### src/eeprom_host_defines.vh
// Purpose: constants for the byte-wide eeprom host controller
// Assumes: mclk at 10 MHz (100 ns period)
// Notes: times in ns/us/ms, cycle counts derived from them
`ifndef EEPROM_HOST_DEFINES_VH
`define EEPROM_HOST_DEFINES_VH

// -----------------------------------------------------------------
// array geometry
// -----------------------------------------------------------------
`define ADDR_WIDTH 11
`define DATA_WIDTH 8
`define ARRAY_BYTES 2048
`define ID_SPACE_BASE 11'h07E0
`define ID_SPACE_LAST 11'h07FF
`define POLL_BIT_POS 7

// -----------------------------------------------------------------
// timing
// -----------------------------------------------------------------
`define CLK_PERIOD_NS 100
`define READ_ACCESS_NS 250
`define WRITE_PULSE_NS 100
`define WRITE_PULSE_MAX_NS 1000
`define SETUP_HOLD_NS 10
`define WRITE_CYCLE_MAX_US 1000
`define FAST_WRITE_CYCLE_MAX_US 200
`define CLEAR_PULSE_MS 10
`define CLEAR_SETUP_US 1
`define POWER_ON_DELAY_MS 5
`define READ_CYCLES ((`READ_ACCESS_NS + `CLK_PERIOD_NS - 1) / `CLK_PERIOD_NS + 1)
`define WRITE_PULSE_CYCLES ((`WRITE_PULSE_NS + `CLK_PERIOD_NS - 1) / `CLK_PERIOD_NS + 1)
`define SETUP_CYCLES ((`SETUP_HOLD_NS + `CLK_PERIOD_NS - 1) / `CLK_PERIOD_NS)
`define WRITE_TIMEOUT_CYCLES (`WRITE_CYCLE_MAX_US * 1000 / `CLK_PERIOD_NS)
`define CLEAR_PULSE_CYCLES (`CLEAR_PULSE_MS * 1000000 / `CLK_PERIOD_NS)
`define CLEAR_SETUP_CYCLES (`CLEAR_SETUP_US * 1000 / `CLK_PERIOD_NS)
`define POWER_ON_CYCLES (`POWER_ON_DELAY_MS * 1000000 / `CLK_PERIOD_NS)

// -----------------------------------------------------------------
// command codes on the user port
// -----------------------------------------------------------------
`define CMD_READ 2'h0
`define CMD_WRITE 2'h1
`define CMD_CLEAR 2'h2

`endif

### src/eeprom_host_timer.v
// Purpose: down-counter used for pulse widths and timeouts
// Assumes: load may arrive while the count is still running, as on a watchdog reload
// Notes: load wins over count; done is registered
`timescale 1ns/100ps
`default_nettype none

module eeprom_host_timer #(
	parameter WIDTH = 24
) (
	// clock and reset
	input wire mclk,
	input wire reset,
	// control
	input wire load,
	input wire [WIDTH-1:0] load_value,
	// status
	output reg done
);

reg [WIDTH-1:0] count;

// -----------------------------------------------------------------
// countdown
// -----------------------------------------------------------------
// done is high exactly while the count sits at zero; a pending load clears it only at the next edge
always @(posedge mclk or posedge reset) begin
	if (reset) begin
		count <= {WIDTH{1'b0}};
		done <= 1'b1;
	end else if (load) begin
		count <= load_value;
		done <= (load_value == {WIDTH{1'b0}});
	end else if (count != {WIDTH{1'b0}}) begin
		count <= count - {{(WIDTH-1){1'b0}}, 1'b1};
		done <= (count == {{(WIDTH-1){1'b0}}, 1'b1});
	end
end

endmodule // eeprom_host_timer

`default_nettype wire

### src/eeprom_host.v
// Purpose: host controller driving a 2K x 8 byte-wide eeprom by its pins
// Assumes: pin inputs synchronous to mclk; high-voltage levels driven by
//   board switches controlled through the *_hv outputs
// Notes: one request at a time; completion waits on busy release and bit-7 polling both
`timescale 1ns/100ps
`default_nettype none
`include "eeprom_host_defines.vh"

// Functional notes
// [RULE_01] 2048 bytes, 11-bit address
// [RULE_02] read with select, drive low
// [RULE_03] device floats bus when deselected
// [RULE_04] write pulses strobe, output drive high
// [RULE_05] address latched on later falling edge
// [RULE_06] data latched on first rising edge
// [RULE_07] device erases byte before programming
// [RULE_08] write self-timed, bus freed
// [RULE_09] write time at most 1 ms
// [RULE_10] open-drain busy low during write
// [RULE_11] in-write read returns inverted bit 7
// [RULE_12] finished write returns true data
// [RULE_13] wait for completion before next access
// [RULE_14] no write with drive low
// [RULE_15] writes blocked under supply threshold
// [RULE_16] 5 ms power-on write block
// [RULE_17] clear: drive high-voltage, 10 ms strobe
// [RULE_18] id space via high-voltage address line
// [RULE_19] device may ignore writes while busy
module eeprom_host #(
	parameter POWER_ON_CYCLES = `POWER_ON_CYCLES,
	parameter WRITE_TIMEOUT_CYCLES = `WRITE_TIMEOUT_CYCLES,
	parameter CLEAR_PULSE_CYCLES = `CLEAR_PULSE_CYCLES
) (
	// clock and reset
	input wire mclk,
	input wire reset,
	// user request
	input wire req_valid,
	input wire [1:0] req_cmd,
	input wire req_id_space,
	input wire [`ADDR_WIDTH-1:0] req_addr,
	input wire [`DATA_WIDTH-1:0] req_wdata,
	output reg req_ready,
	// user answer
	output reg resp_valid,
	output reg [`DATA_WIDTH-1:0] resp_rdata,
	output reg resp_timeout,
	// device pins
	output reg [`ADDR_WIDTH-1:0] byte_address,
	output reg id_space_select_line_hv,
	output reg chip_select_n,
	output reg output_drive_n,
	output reg output_drive_hv,
	output reg write_strobe_n,
	input wire [`DATA_WIDTH-1:0] data_bus_in,
	output reg [`DATA_WIDTH-1:0] data_bus_out,
	output reg data_bus_oe,
	input wire busy_n
);

// -----------------------------------------------------------------
// states and locals
// -----------------------------------------------------------------
localparam S_POWERUP = 4'd0;
localparam S_IDLE = 4'd1;
localparam S_RD_WAIT = 4'd2;
localparam S_WR_SETUP = 4'd3;
localparam S_WR_PULSE = 4'd4;
localparam S_WR_HOLD = 4'd5;
localparam S_POLL = 4'd6;
localparam S_POLL_GAP = 4'd7;
localparam S_CL_SETUP = 4'd8;
localparam S_CL_PULSE = 4'd9;
localparam S_CL_HOLD = 4'd10;
localparam S_DONE = 4'd11;
localparam TW = 28;
localparam [TW-1:0] RD_LOAD = `READ_CYCLES;
localparam [TW-1:0] WP_LOAD = `WRITE_PULSE_CYCLES;
localparam [TW-1:0] SU_LOAD = `SETUP_CYCLES + 1;
localparam [TW-1:0] CS_LOAD = `CLEAR_SETUP_CYCLES;

reg [3:0] state;
reg [3:0] next_state;
reg [`DATA_WIDTH-1:0] wr_byte;
reg timer_load;
reg [TW-1:0] timer_value;
wire timer_done;
reg wd_load;
wire wd_done;
reg [TW-1:0] poll_gap_cnt;

// shared pulse/access timer
eeprom_host_timer #(.WIDTH(TW)) u_timer (
	.mclk(mclk),
	.reset(reset),
	.load(timer_load),
	.load_value(timer_value),
	.done(timer_done)
);

// watchdog on the self-timed write, bounded by the longest write time
eeprom_host_timer #(.WIDTH(TW)) u_watchdog (
	.mclk(mclk),
	.reset(reset),
	.load(wd_load),
	.load_value(WRITE_TIMEOUT_CYCLES[TW-1:0]),
	.done(wd_done)
);

// -----------------------------------------------------------------
// next-state logic
// -----------------------------------------------------------------
// polling ends on busy released and true bit 7 both, so a board
// without the busy pull-up completes only through the watchdog timeout
always @* begin
	next_state = state;
	timer_load = 1'b0;
	timer_value = {TW{1'b0}};
	wd_load = 1'b0;
	case (state)
	S_POWERUP: begin
		if (poll_gap_cnt == POWER_ON_CYCLES[TW-1:0]) // RULE_16
			next_state = S_IDLE;
	end
	S_IDLE: begin
		if (req_valid) begin
			timer_load = 1'b1;
			if (req_cmd == `CMD_READ) begin
				next_state = S_RD_WAIT; // RULE_02
				timer_value = RD_LOAD;
			end else if (req_cmd == `CMD_CLEAR) begin
				next_state = S_CL_SETUP; // RULE_17
				timer_value = CS_LOAD;
			end else begin
				next_state = S_WR_SETUP; // RULE_04
				timer_value = SU_LOAD;
			end
		end
	end
	S_RD_WAIT: begin
		if (timer_done)
			next_state = S_DONE;
	end
	S_WR_SETUP: begin
		if (timer_done) begin
			next_state = S_WR_PULSE; // RULE_05
			timer_load = 1'b1;
			timer_value = WP_LOAD;
		end
	end
	S_WR_PULSE: begin
		if (timer_done) begin
			next_state = S_WR_HOLD; // RULE_06
			timer_load = 1'b1;
			timer_value = SU_LOAD;
		end
	end
	S_WR_HOLD: begin
		if (timer_done) begin
			next_state = S_POLL_GAP; // RULE_08
			wd_load = 1'b1;
			timer_load = 1'b1;
			timer_value = RD_LOAD;
		end
	end
	S_POLL_GAP: begin
		if (timer_done)
			next_state = S_POLL;
	end
	S_POLL: begin // RULE_13
		if (busy_n && (data_bus_in[`POLL_BIT_POS] ==
				wr_byte[`POLL_BIT_POS])) // RULE_12
			next_state = S_DONE;
		else if (wd_done)
			next_state = S_DONE; // RULE_09
	end
	S_CL_SETUP: begin
		if (timer_done) begin
			next_state = S_CL_PULSE;
			timer_load = 1'b1;
			timer_value = CLEAR_PULSE_CYCLES[TW-1:0]; // RULE_17
		end
	end
	S_CL_PULSE: begin
		if (timer_done) begin
			next_state = S_CL_HOLD;
			timer_load = 1'b1;
			timer_value = CS_LOAD;
		end
	end
	S_CL_HOLD: begin
		if (timer_done)
			next_state = S_DONE;
	end
	S_DONE: begin
		next_state = S_IDLE;
	end
	default: begin
		next_state = S_IDLE;
	end
	endcase
end

// -----------------------------------------------------------------
// state register and power-on hold-off
// -----------------------------------------------------------------
// power-on hold-off has its own counter so the shared timer stays free
always @(posedge mclk or posedge reset) begin
	if (reset)
		state <= S_POWERUP;
	else
		state <= next_state;
end

// power-on count; ready stays low so no early write is lost silently
always @(posedge mclk or posedge reset) begin
	if (reset)
		poll_gap_cnt <= {TW{1'b0}};
	else if (state == S_POWERUP && poll_gap_cnt != POWER_ON_CYCLES[TW-1:0])
		poll_gap_cnt <= poll_gap_cnt + {{(TW-1){1'b0}}, 1'b1}; // RULE_16
end

// -----------------------------------------------------------------
// pin and answer registers
// -----------------------------------------------------------------
always @(posedge mclk or posedge reset) begin
	if (reset) begin
		req_ready <= 1'b0;
		resp_valid <= 1'b0;
		resp_rdata <= 8'h00;
		resp_timeout <= 1'b0;
		byte_address <= 11'h000;
		id_space_select_line_hv <= 1'b0;
		chip_select_n <= 1'b1;
		output_drive_n <= 1'b1;
		output_drive_hv <= 1'b0;
		write_strobe_n <= 1'b1;
		data_bus_out <= 8'h00;
		data_bus_oe <= 1'b0;
		wr_byte <= 8'h00;
	end else begin
		resp_valid <= 1'b0;
		req_ready <= (next_state == S_IDLE);
		case (next_state)
		S_RD_WAIT, S_POLL_GAP, S_POLL: begin
			chip_select_n <= 1'b0;
			output_drive_n <= 1'b0; // RULE_02
			write_strobe_n <= 1'b1;
			data_bus_oe <= 1'b0; // RULE_03
		end
		S_WR_SETUP, S_WR_HOLD: begin
			chip_select_n <= 1'b0;
			output_drive_n <= 1'b1; // RULE_14
			write_strobe_n <= 1'b1;
			data_bus_oe <= 1'b1;
		end
		S_WR_PULSE, S_CL_PULSE: begin
			write_strobe_n <= 1'b0; // RULE_04
		end
		S_CL_SETUP, S_CL_HOLD: begin
			chip_select_n <= 1'b0;
			output_drive_n <= 1'b1;
			output_drive_hv <= 1'b1; // RULE_17
			write_strobe_n <= 1'b1;
			data_bus_oe <= 1'b0;
		end
		default: begin
			chip_select_n <= 1'b1;
			output_drive_n <= 1'b1;
			output_drive_hv <= 1'b0;
			write_strobe_n <= 1'b1;
			data_bus_oe <= 1'b0;
		end
		endcase
		// latch the request while idle; address held for the whole access
		if (state == S_IDLE && req_valid) begin
			byte_address <= req_addr; // RULE_01
			id_space_select_line_hv <= req_id_space; // RULE_18
			data_bus_out <= req_wdata;
			wr_byte <= req_wdata;
			resp_timeout <= 1'b0;
		end
		if (state == S_POLL && next_state == S_DONE)
			resp_timeout <= !(busy_n && (data_bus_in[`POLL_BIT_POS] ==
				wr_byte[`POLL_BIT_POS])); // RULE_10
		if ((state == S_RD_WAIT && timer_done) ||
				(state == S_POLL && next_state == S_DONE))
			resp_rdata <= data_bus_in;
		if (state == S_DONE) begin
			resp_valid <= 1'b1;
			id_space_select_line_hv <= 1'b0;
		end
	end
end

endmodule // eeprom_host

`default_nettype wire

### config.mk
export PLATFORM = sky130hd
export DESIGN_NAME = eeprom_host
export DESIGN_NICKNAME = d
export VERILOG_FILES = /design/src/eeprom_host_timer.v /design/src/eeprom_host.v
export VERILOG_INCLUDE_DIRS = /design/src
export SDC_FILE = /design/constraint.sdc
export NUM_CORES = 1
export LEC_CHECK = 0
export BUFFER_PORTS_ARGS = -buffer_cell sky130_fd_sc_hd__buf_4
export CORE_MARGIN = 1.5
export CORE_UTILIZATION = 60
export DETAILED_ROUTE_END_ITERATION = 6
export GPL_TIMING_DRIVEN = 0
export PLACE_DENSITY = 0.81
export SLEW_MARGIN = 40
export SYNTH_ARGS = -nofsm -noshare
export SYNTH_HDL_FRONTEND = slang
export SYNTH_HIERARCHICAL = 1
export SYNTH_SLANG_ARGS = --single-unit
### constraint.sdc
create_clock -name mclk -period 3 [get_ports mclk]
set_input_delay 0.6 -clock mclk [delete_from_list [all_inputs] [get_ports mclk]]
set_output_delay 0.6 -clock mclk [all_outputs]
set_load 0.005 [all_outputs]
After elaboration in Yosys (flattened, before gate mapping):

Index checks and enable logic that the tools add are counted.

* bits of input ports: 34
* flip-flop bits (word level): 126
* logic and storage cells: 118

* multiplexer cells: 44
* equality and inequality tests: 28
* reductions and logical operators: 25
* add/subtract/negate cells: 3

Operators with widths (number)
* $mux 28: 4
* $pmux 17 s5: 1
* $mux 4: 17
* $eq 28x1->1 const B: 2
* $reduce_bool 28->1: 2
* $sub 28x1->28 const B: 2
* $pmux 4 s10: 1
* $eq 4x3->1 const B: 8
* $eq 4x4->1 const B: 8
* $add 28x1->28 const B: 1
* $eq 28x16->1 const B: 1
* $logic_not 28->1: 1
* $ne 28x16->1 const B: 1
* $mux 17: 1
* $eq 4x2->1 const B: 4
* $reduce_or 7->1: 2
* $mux 1: 13
* $pmux 1 s2: 5
* $reduce_or 2->1: 5
* $eq 4x1->1 const B: 2
* $reduce_bool 2->1: 4
* $logic_and 1x1->1: 5
* $reduce_or 5->1: 1
* $logic_not 4->1: 1
* other kinds (8): 8

Longest topological paths before layout:

* depth in word-level cells: 8
* gate-level depth with buffers: 11
* gate-level depth less buffers: 9

By module:

The synthesis kept the hierarchy.

By module, submodules not included
* eeprom_host: cells each 323, times used 1, area an instance 3256.9 um2, sequential area each 1705.4 um2
* eeprom_host_timer at u_timer: cells each 223, times used 1, area an instance 1890.6 um2, sequential area each 726.9 um2
* eeprom_host_timer at u_watchdog: cells each 221, times used 1, area an instance 1876.8 um2, sequential area each 726.9 um2

Least setup slack after synthesis:

No wires, ideal clock.

* kind: register to register
* start point: register u_watchdog.count[0]
* end point: register u_watchdog.count[17]
* period minus slack after synthesis: 2.282 ns
* slack: 0.718 ns
* cell stages (with the launch flop): 7
* data required time: 2.881 ns
* data arrival time: 2.163 ns
* path through: dfrtp_1 -> or4_1 -> clkbuf_2 -> or4_4 -> or3_1 -> xnor2_1 -> o21ba_1

* longest elaborated chain between the ends: 3
* elaborated cells between the ends (all ways): 5

RTL lines
* start, declared: line eeprom_host_timer.v:20 `reg [WIDTH-1:0] count;`
* start signal, assigned: line eeprom_host_timer.v:28 `count <= {WIDTH{1'b0}};`
* start signal, assigned: line eeprom_host_timer.v:31 `count <= load_value;`
* start signal, assigned: line eeprom_host_timer.v:34 `count <= count - {{(WIDTH-1){1'b0}}, 1'b1};`
* $sub 28x1->28: line eeprom_host_timer.v:34
* $mux 28: line eeprom_host_timer.v:33 `end else if (count != {WIDTH{1'b0}}) begin`
* $mux 28: line eeprom_host_timer.v:30 `end else if (load) begin`

Several ways; a longest one is shown, not always the timed one. The select of a mux whose other input is x is not followed.
A chain may end at the register's enable or synchronous reset.

Worst setup path after layout:

* start point: register state[2]
* end point: register u_timer.count[8]

* longest elaborated chain between the ends: 4
* elaborated cells between the ends (all ways): 12

RTL lines
* start, declared: line eeprom_host.v:82 `reg [3:0] state;`
* start signal, assigned: line eeprom_host.v:212 `state <= next_state;`
* $eq 4x4->1, or another cell as far along: line eeprom_host.v:120 `case (state)`
* $reduce_or 5->1 (no source line)
* $pmux 1 s2 *: line eeprom_host.v:120
* via timer_load: line eeprom_host.v:85 `reg timer_load;`
* $mux 28 or $reduce_bool 2->1 (tied branches)
* end signal, assigned: line eeprom_host_timer.v:28
* end signal, assigned: line eeprom_host_timer.v:31
* end signal, assigned: line eeprom_host_timer.v:34
* end, declared: line eeprom_host_timer.v:20

The timed path passes the listed nets; every way through them passes the cells marked *.

==> impl_results.md <==
* Outcome: complete, no violations
* Yosys reg bits at 126
* Post-synth ARST share at 1.000
* DRT Wirelength at 17860 µm
* Clk network pwr share at 0.347
* Max Clock Skew at 0.004113 ns
* Core ar. at 11420 µm²
* Worst path slowest cell: clkbuf_1
* CTS Buffer Depth at 2
* H-tree Lvls at 4
* Number of remaining DRC errors at 0
* Rel. slew slack at 0.5582
* VDD IR-drop max at 0.0007570 V
* Switching share of power at 0.3326
* Net Sw Power at 0.002211 W
* Total GRT Usage at 0.3020
* Layout cell share with drive strength beyond 1 at 0.1805
* Largest net degree at the start of global routing at 40
* Area grow syn2layout at 25.01%
* Worst setup margin at 0.2171 ns
* Nets at 993
* Avg Inst Size Synth at 9.158 µm²
* Sequential fraction of the synthesis area at 0.4498
* Least-Margin Pin Slew at 0.6566 ns
* Critical Path End Type: register
* CTS buffer count at 17
* Flop pwr share at 0.379
* Power per cell area at 756.9 nW/µm²
* Via density at 5.844
* Critical Path Start: state[2]
* Critical path, cell by cell: buf_2, buf_4, nor2b_1, o21bai_1, a32oi_1, o32ai_1, nor4_1, nand3_1, clkbuf_1, o21ai_0, a222oi_1
* Int Pwr at 0.004436 W
* First-pass GRT wire length at 30240 µm
* Max Slew Vio Count at 0
* Port Buffers at 69
* Drt wl/cell at 16.14 µm
* Worst-path clk slew at 0.06 ns
* CP Data Required Time at 3.31 ns
* Post-DRT Antenna Nets at 0
* Synth warn at 6
* Initial DRC count at 438
* Yosys cell types at 88
* Initial core utilization at 0.6152
* Placed insts at 1072
* Crit path DAT at 3.10 ns
* Highest clock rate at 359.3 MHz
* Commonest non-fill, non-tap cell in the layout: dfrtp_1
* CTS tree: done
* DIE AREA at 12370 µm²
* Comb pwr share at 0.274
* Layout Cells excl Fill at 1107
* # clock sinks at 126
* Most frequent cells in the layout: dfrtp_1, nand2_1, conb_1, buf_4, nor2_1
* Hold crit path type: primary input to asynchronous set/reset pin
* Initial antenna violation count at 0
* Row cnt at 39
* Max cap viols at 0
* DP HPWL at 12070 µm
* TritonRoute pass-1 iters at 5
* Worst setup SP type: register
* Via count at 6469
* Hold Vio Cnt, Final at 0
* Worst R2R Start: state[2]
* CP endpoint: u_timer/count[8]
* IO Pins at 70
* CP max FO at 10
* Antenna Cells at 0
* EDFF count, synth at 0
* R2R cell count at 11
* Insertion delay to the later sink of the worst-skew pair at 0.42 ns
* Crit share post-route at 0.9276
* R2r setup slk at 0.22 ns
* CTS root buf: clkbuf_16
* Cts hold-fix bufs at 0
* R2R Path End: u_timer/count[8]
* Die H at 111.2 µm
* Pre-CTS WS at -0.01285 ns
* Vias in the first global route at 6416
* Syn Inst Count at 767
* Setup violations, final at 0
* Syn Std Cell Area at 7024 µm²
* WS Path Type: register to register
* Crit-path max cell delay at 0.42 ns
* GR Overflow Total at 0
* Tmin final at 2.783 ns
* RSZ-0062 raised after global routing: no
* Top FF cell, synth: dfrtp_1
* Leak pwr at 4.085 nW
* Routability cong. at 0.9544
* Die W at 111.2 µm
[timing repair]
| item | CTS | global route |
|---|---|---|
| setup buffers | 0 | 3 |
| setup endpoints to repair | 7 | 16 |
| pin swaps | 1 | 1 |
| gates resized for setup | 0 | 4 |
| gates cloned | 0 | 0 |
[worst min-delay path by stage]
stage | cells past startpoint | to
6_report | 2 | state[2]
3_5_place_dp | 2 | byte_address[0]
4_1_cts | 2 | poll_gap_cnt[17]
3_3_place_gp | 2 | byte_address[4]
2_1_floorplan | 1 | poll_gap_cnt[27]
5_1_grt | 2 | poll_gap_cnt[8]
[cell type report]
class                   instances  area, µm²
fillers                       767       2638
clock buffers                  17      425.4
clock inverters                15      232.7
plain buffers                  38      167.7
flip-flops and latches        126       3159
multi-input cells             673       3969
repair buffers                 75      570.5
well taps                     143      178.9
inverters                      20      77.57
[through the flow]
stage / hold slack, ns / TNS (ns) / cell area (µm²) / utilization / power [W]
3_5_place_dp: 0.4637 / -0.02970 / 8098 / 0.7092 / 0.004299
3_3_place_gp: 0.4583 / -1.536 / 8059 / 0.7058 / 0.004198
6_report: 0.1866 / 0 / 8781 / 0.7690 / 0.006647
2_1_floorplan: 0.4465 / 0 / 7362 / - / 0.003669
4_1_cts: 0.1927 / 0 / 8756 / 0.7668 / 0.006645
5_1_grt: 0.2147 / 0 / 8781 / 0.7690 / 0.007002
[power by group through the flow]
stage	Combinational [W]	Sequential, W	Clock, W
after floorplan	0.00122	0.00245	0
after global placement	0.00170	0.00250	0
after detailed placement	0.00177	0.00253	0
after CTS	0.00181	0.00251	0.00232
after global routing	0.00203	0.00257	0.00240
final	0.00182	0.00252	0.00231
[cell families (layout without fill, tap and decap cells)]
family	after synthesis	after routing	share of synthesized area
compound gates	131	131	0.1213
buf+inv	58	165	0.03420
mux	19	19	0.02975
flops	126	126	0.4498
other cells	2	92	0.001069
simple gates	369	369	0.2823
fa+ha+maj	8	8	0.01425
xor+xnor	54	54	0.06733
[cells in the mapped netlist, drive strengths merged, types with 3 or more instances]
library cell  instances  area share
and3                 11       0.010
or4                  12       0.016
nand3                26       0.019
ha                    8       0.014
nor3b                 9       0.010
and4                  4      0.0052
nor3                 35       0.027
a31oi                 6      0.0053
nand2                96       0.051
a21o                  4      0.0045
mux2i                 7       0.010
clkbuf               25       0.014
nor2b                 7      0.0066
inv                  20       0.011
nand4b                3      0.0037
nor2                 73       0.039
o21ai                36       0.026
nor4b                 3      0.0055
o211a                 3      0.0043
nand4                29       0.028
a211oi                5      0.0061
xor2                 22       0.027
dfrtp               121        0.43
a21oi                41       0.030
xnor2                32       0.040
mux2                 12       0.020
dfstp                 5       0.019
o32ai                 4      0.0050
or3                   7      0.0069
nor4                 38       0.037
a21boi                3      0.0032
and2                  3      0.0027
or2                   4      0.0036
buf                  13       0.010
[flip-flops by register name, indices dropped and copies added, names as in the netlist, 4 cells and up]
signal and cells:
poll_gap_cnt 28, resp_rdata 8, u_timer/count 28, wr_byte 8, byte_address 11, u_watchdog/count 28, state 4
[critical path, delay by kind of cell, from the launching register on]
family          cells  cell delay, ns
compound gates      5            0.97
buf+inv             3            0.82
flops               1            0.31
simple gates        3            0.57
[routing by layer]
layer  vias up  part of all wire  track usage  routed length [µm]
met4         0             0.023       0.1308                 408
met1      3134              0.41       0.3685                7378
met2       235              0.51       0.5211                9170
met5         -                 0            0                   0
met3        44             0.051      0.05960                 905
li1       3056                 -            -                   -
Power figures use the tool's default switching activity.
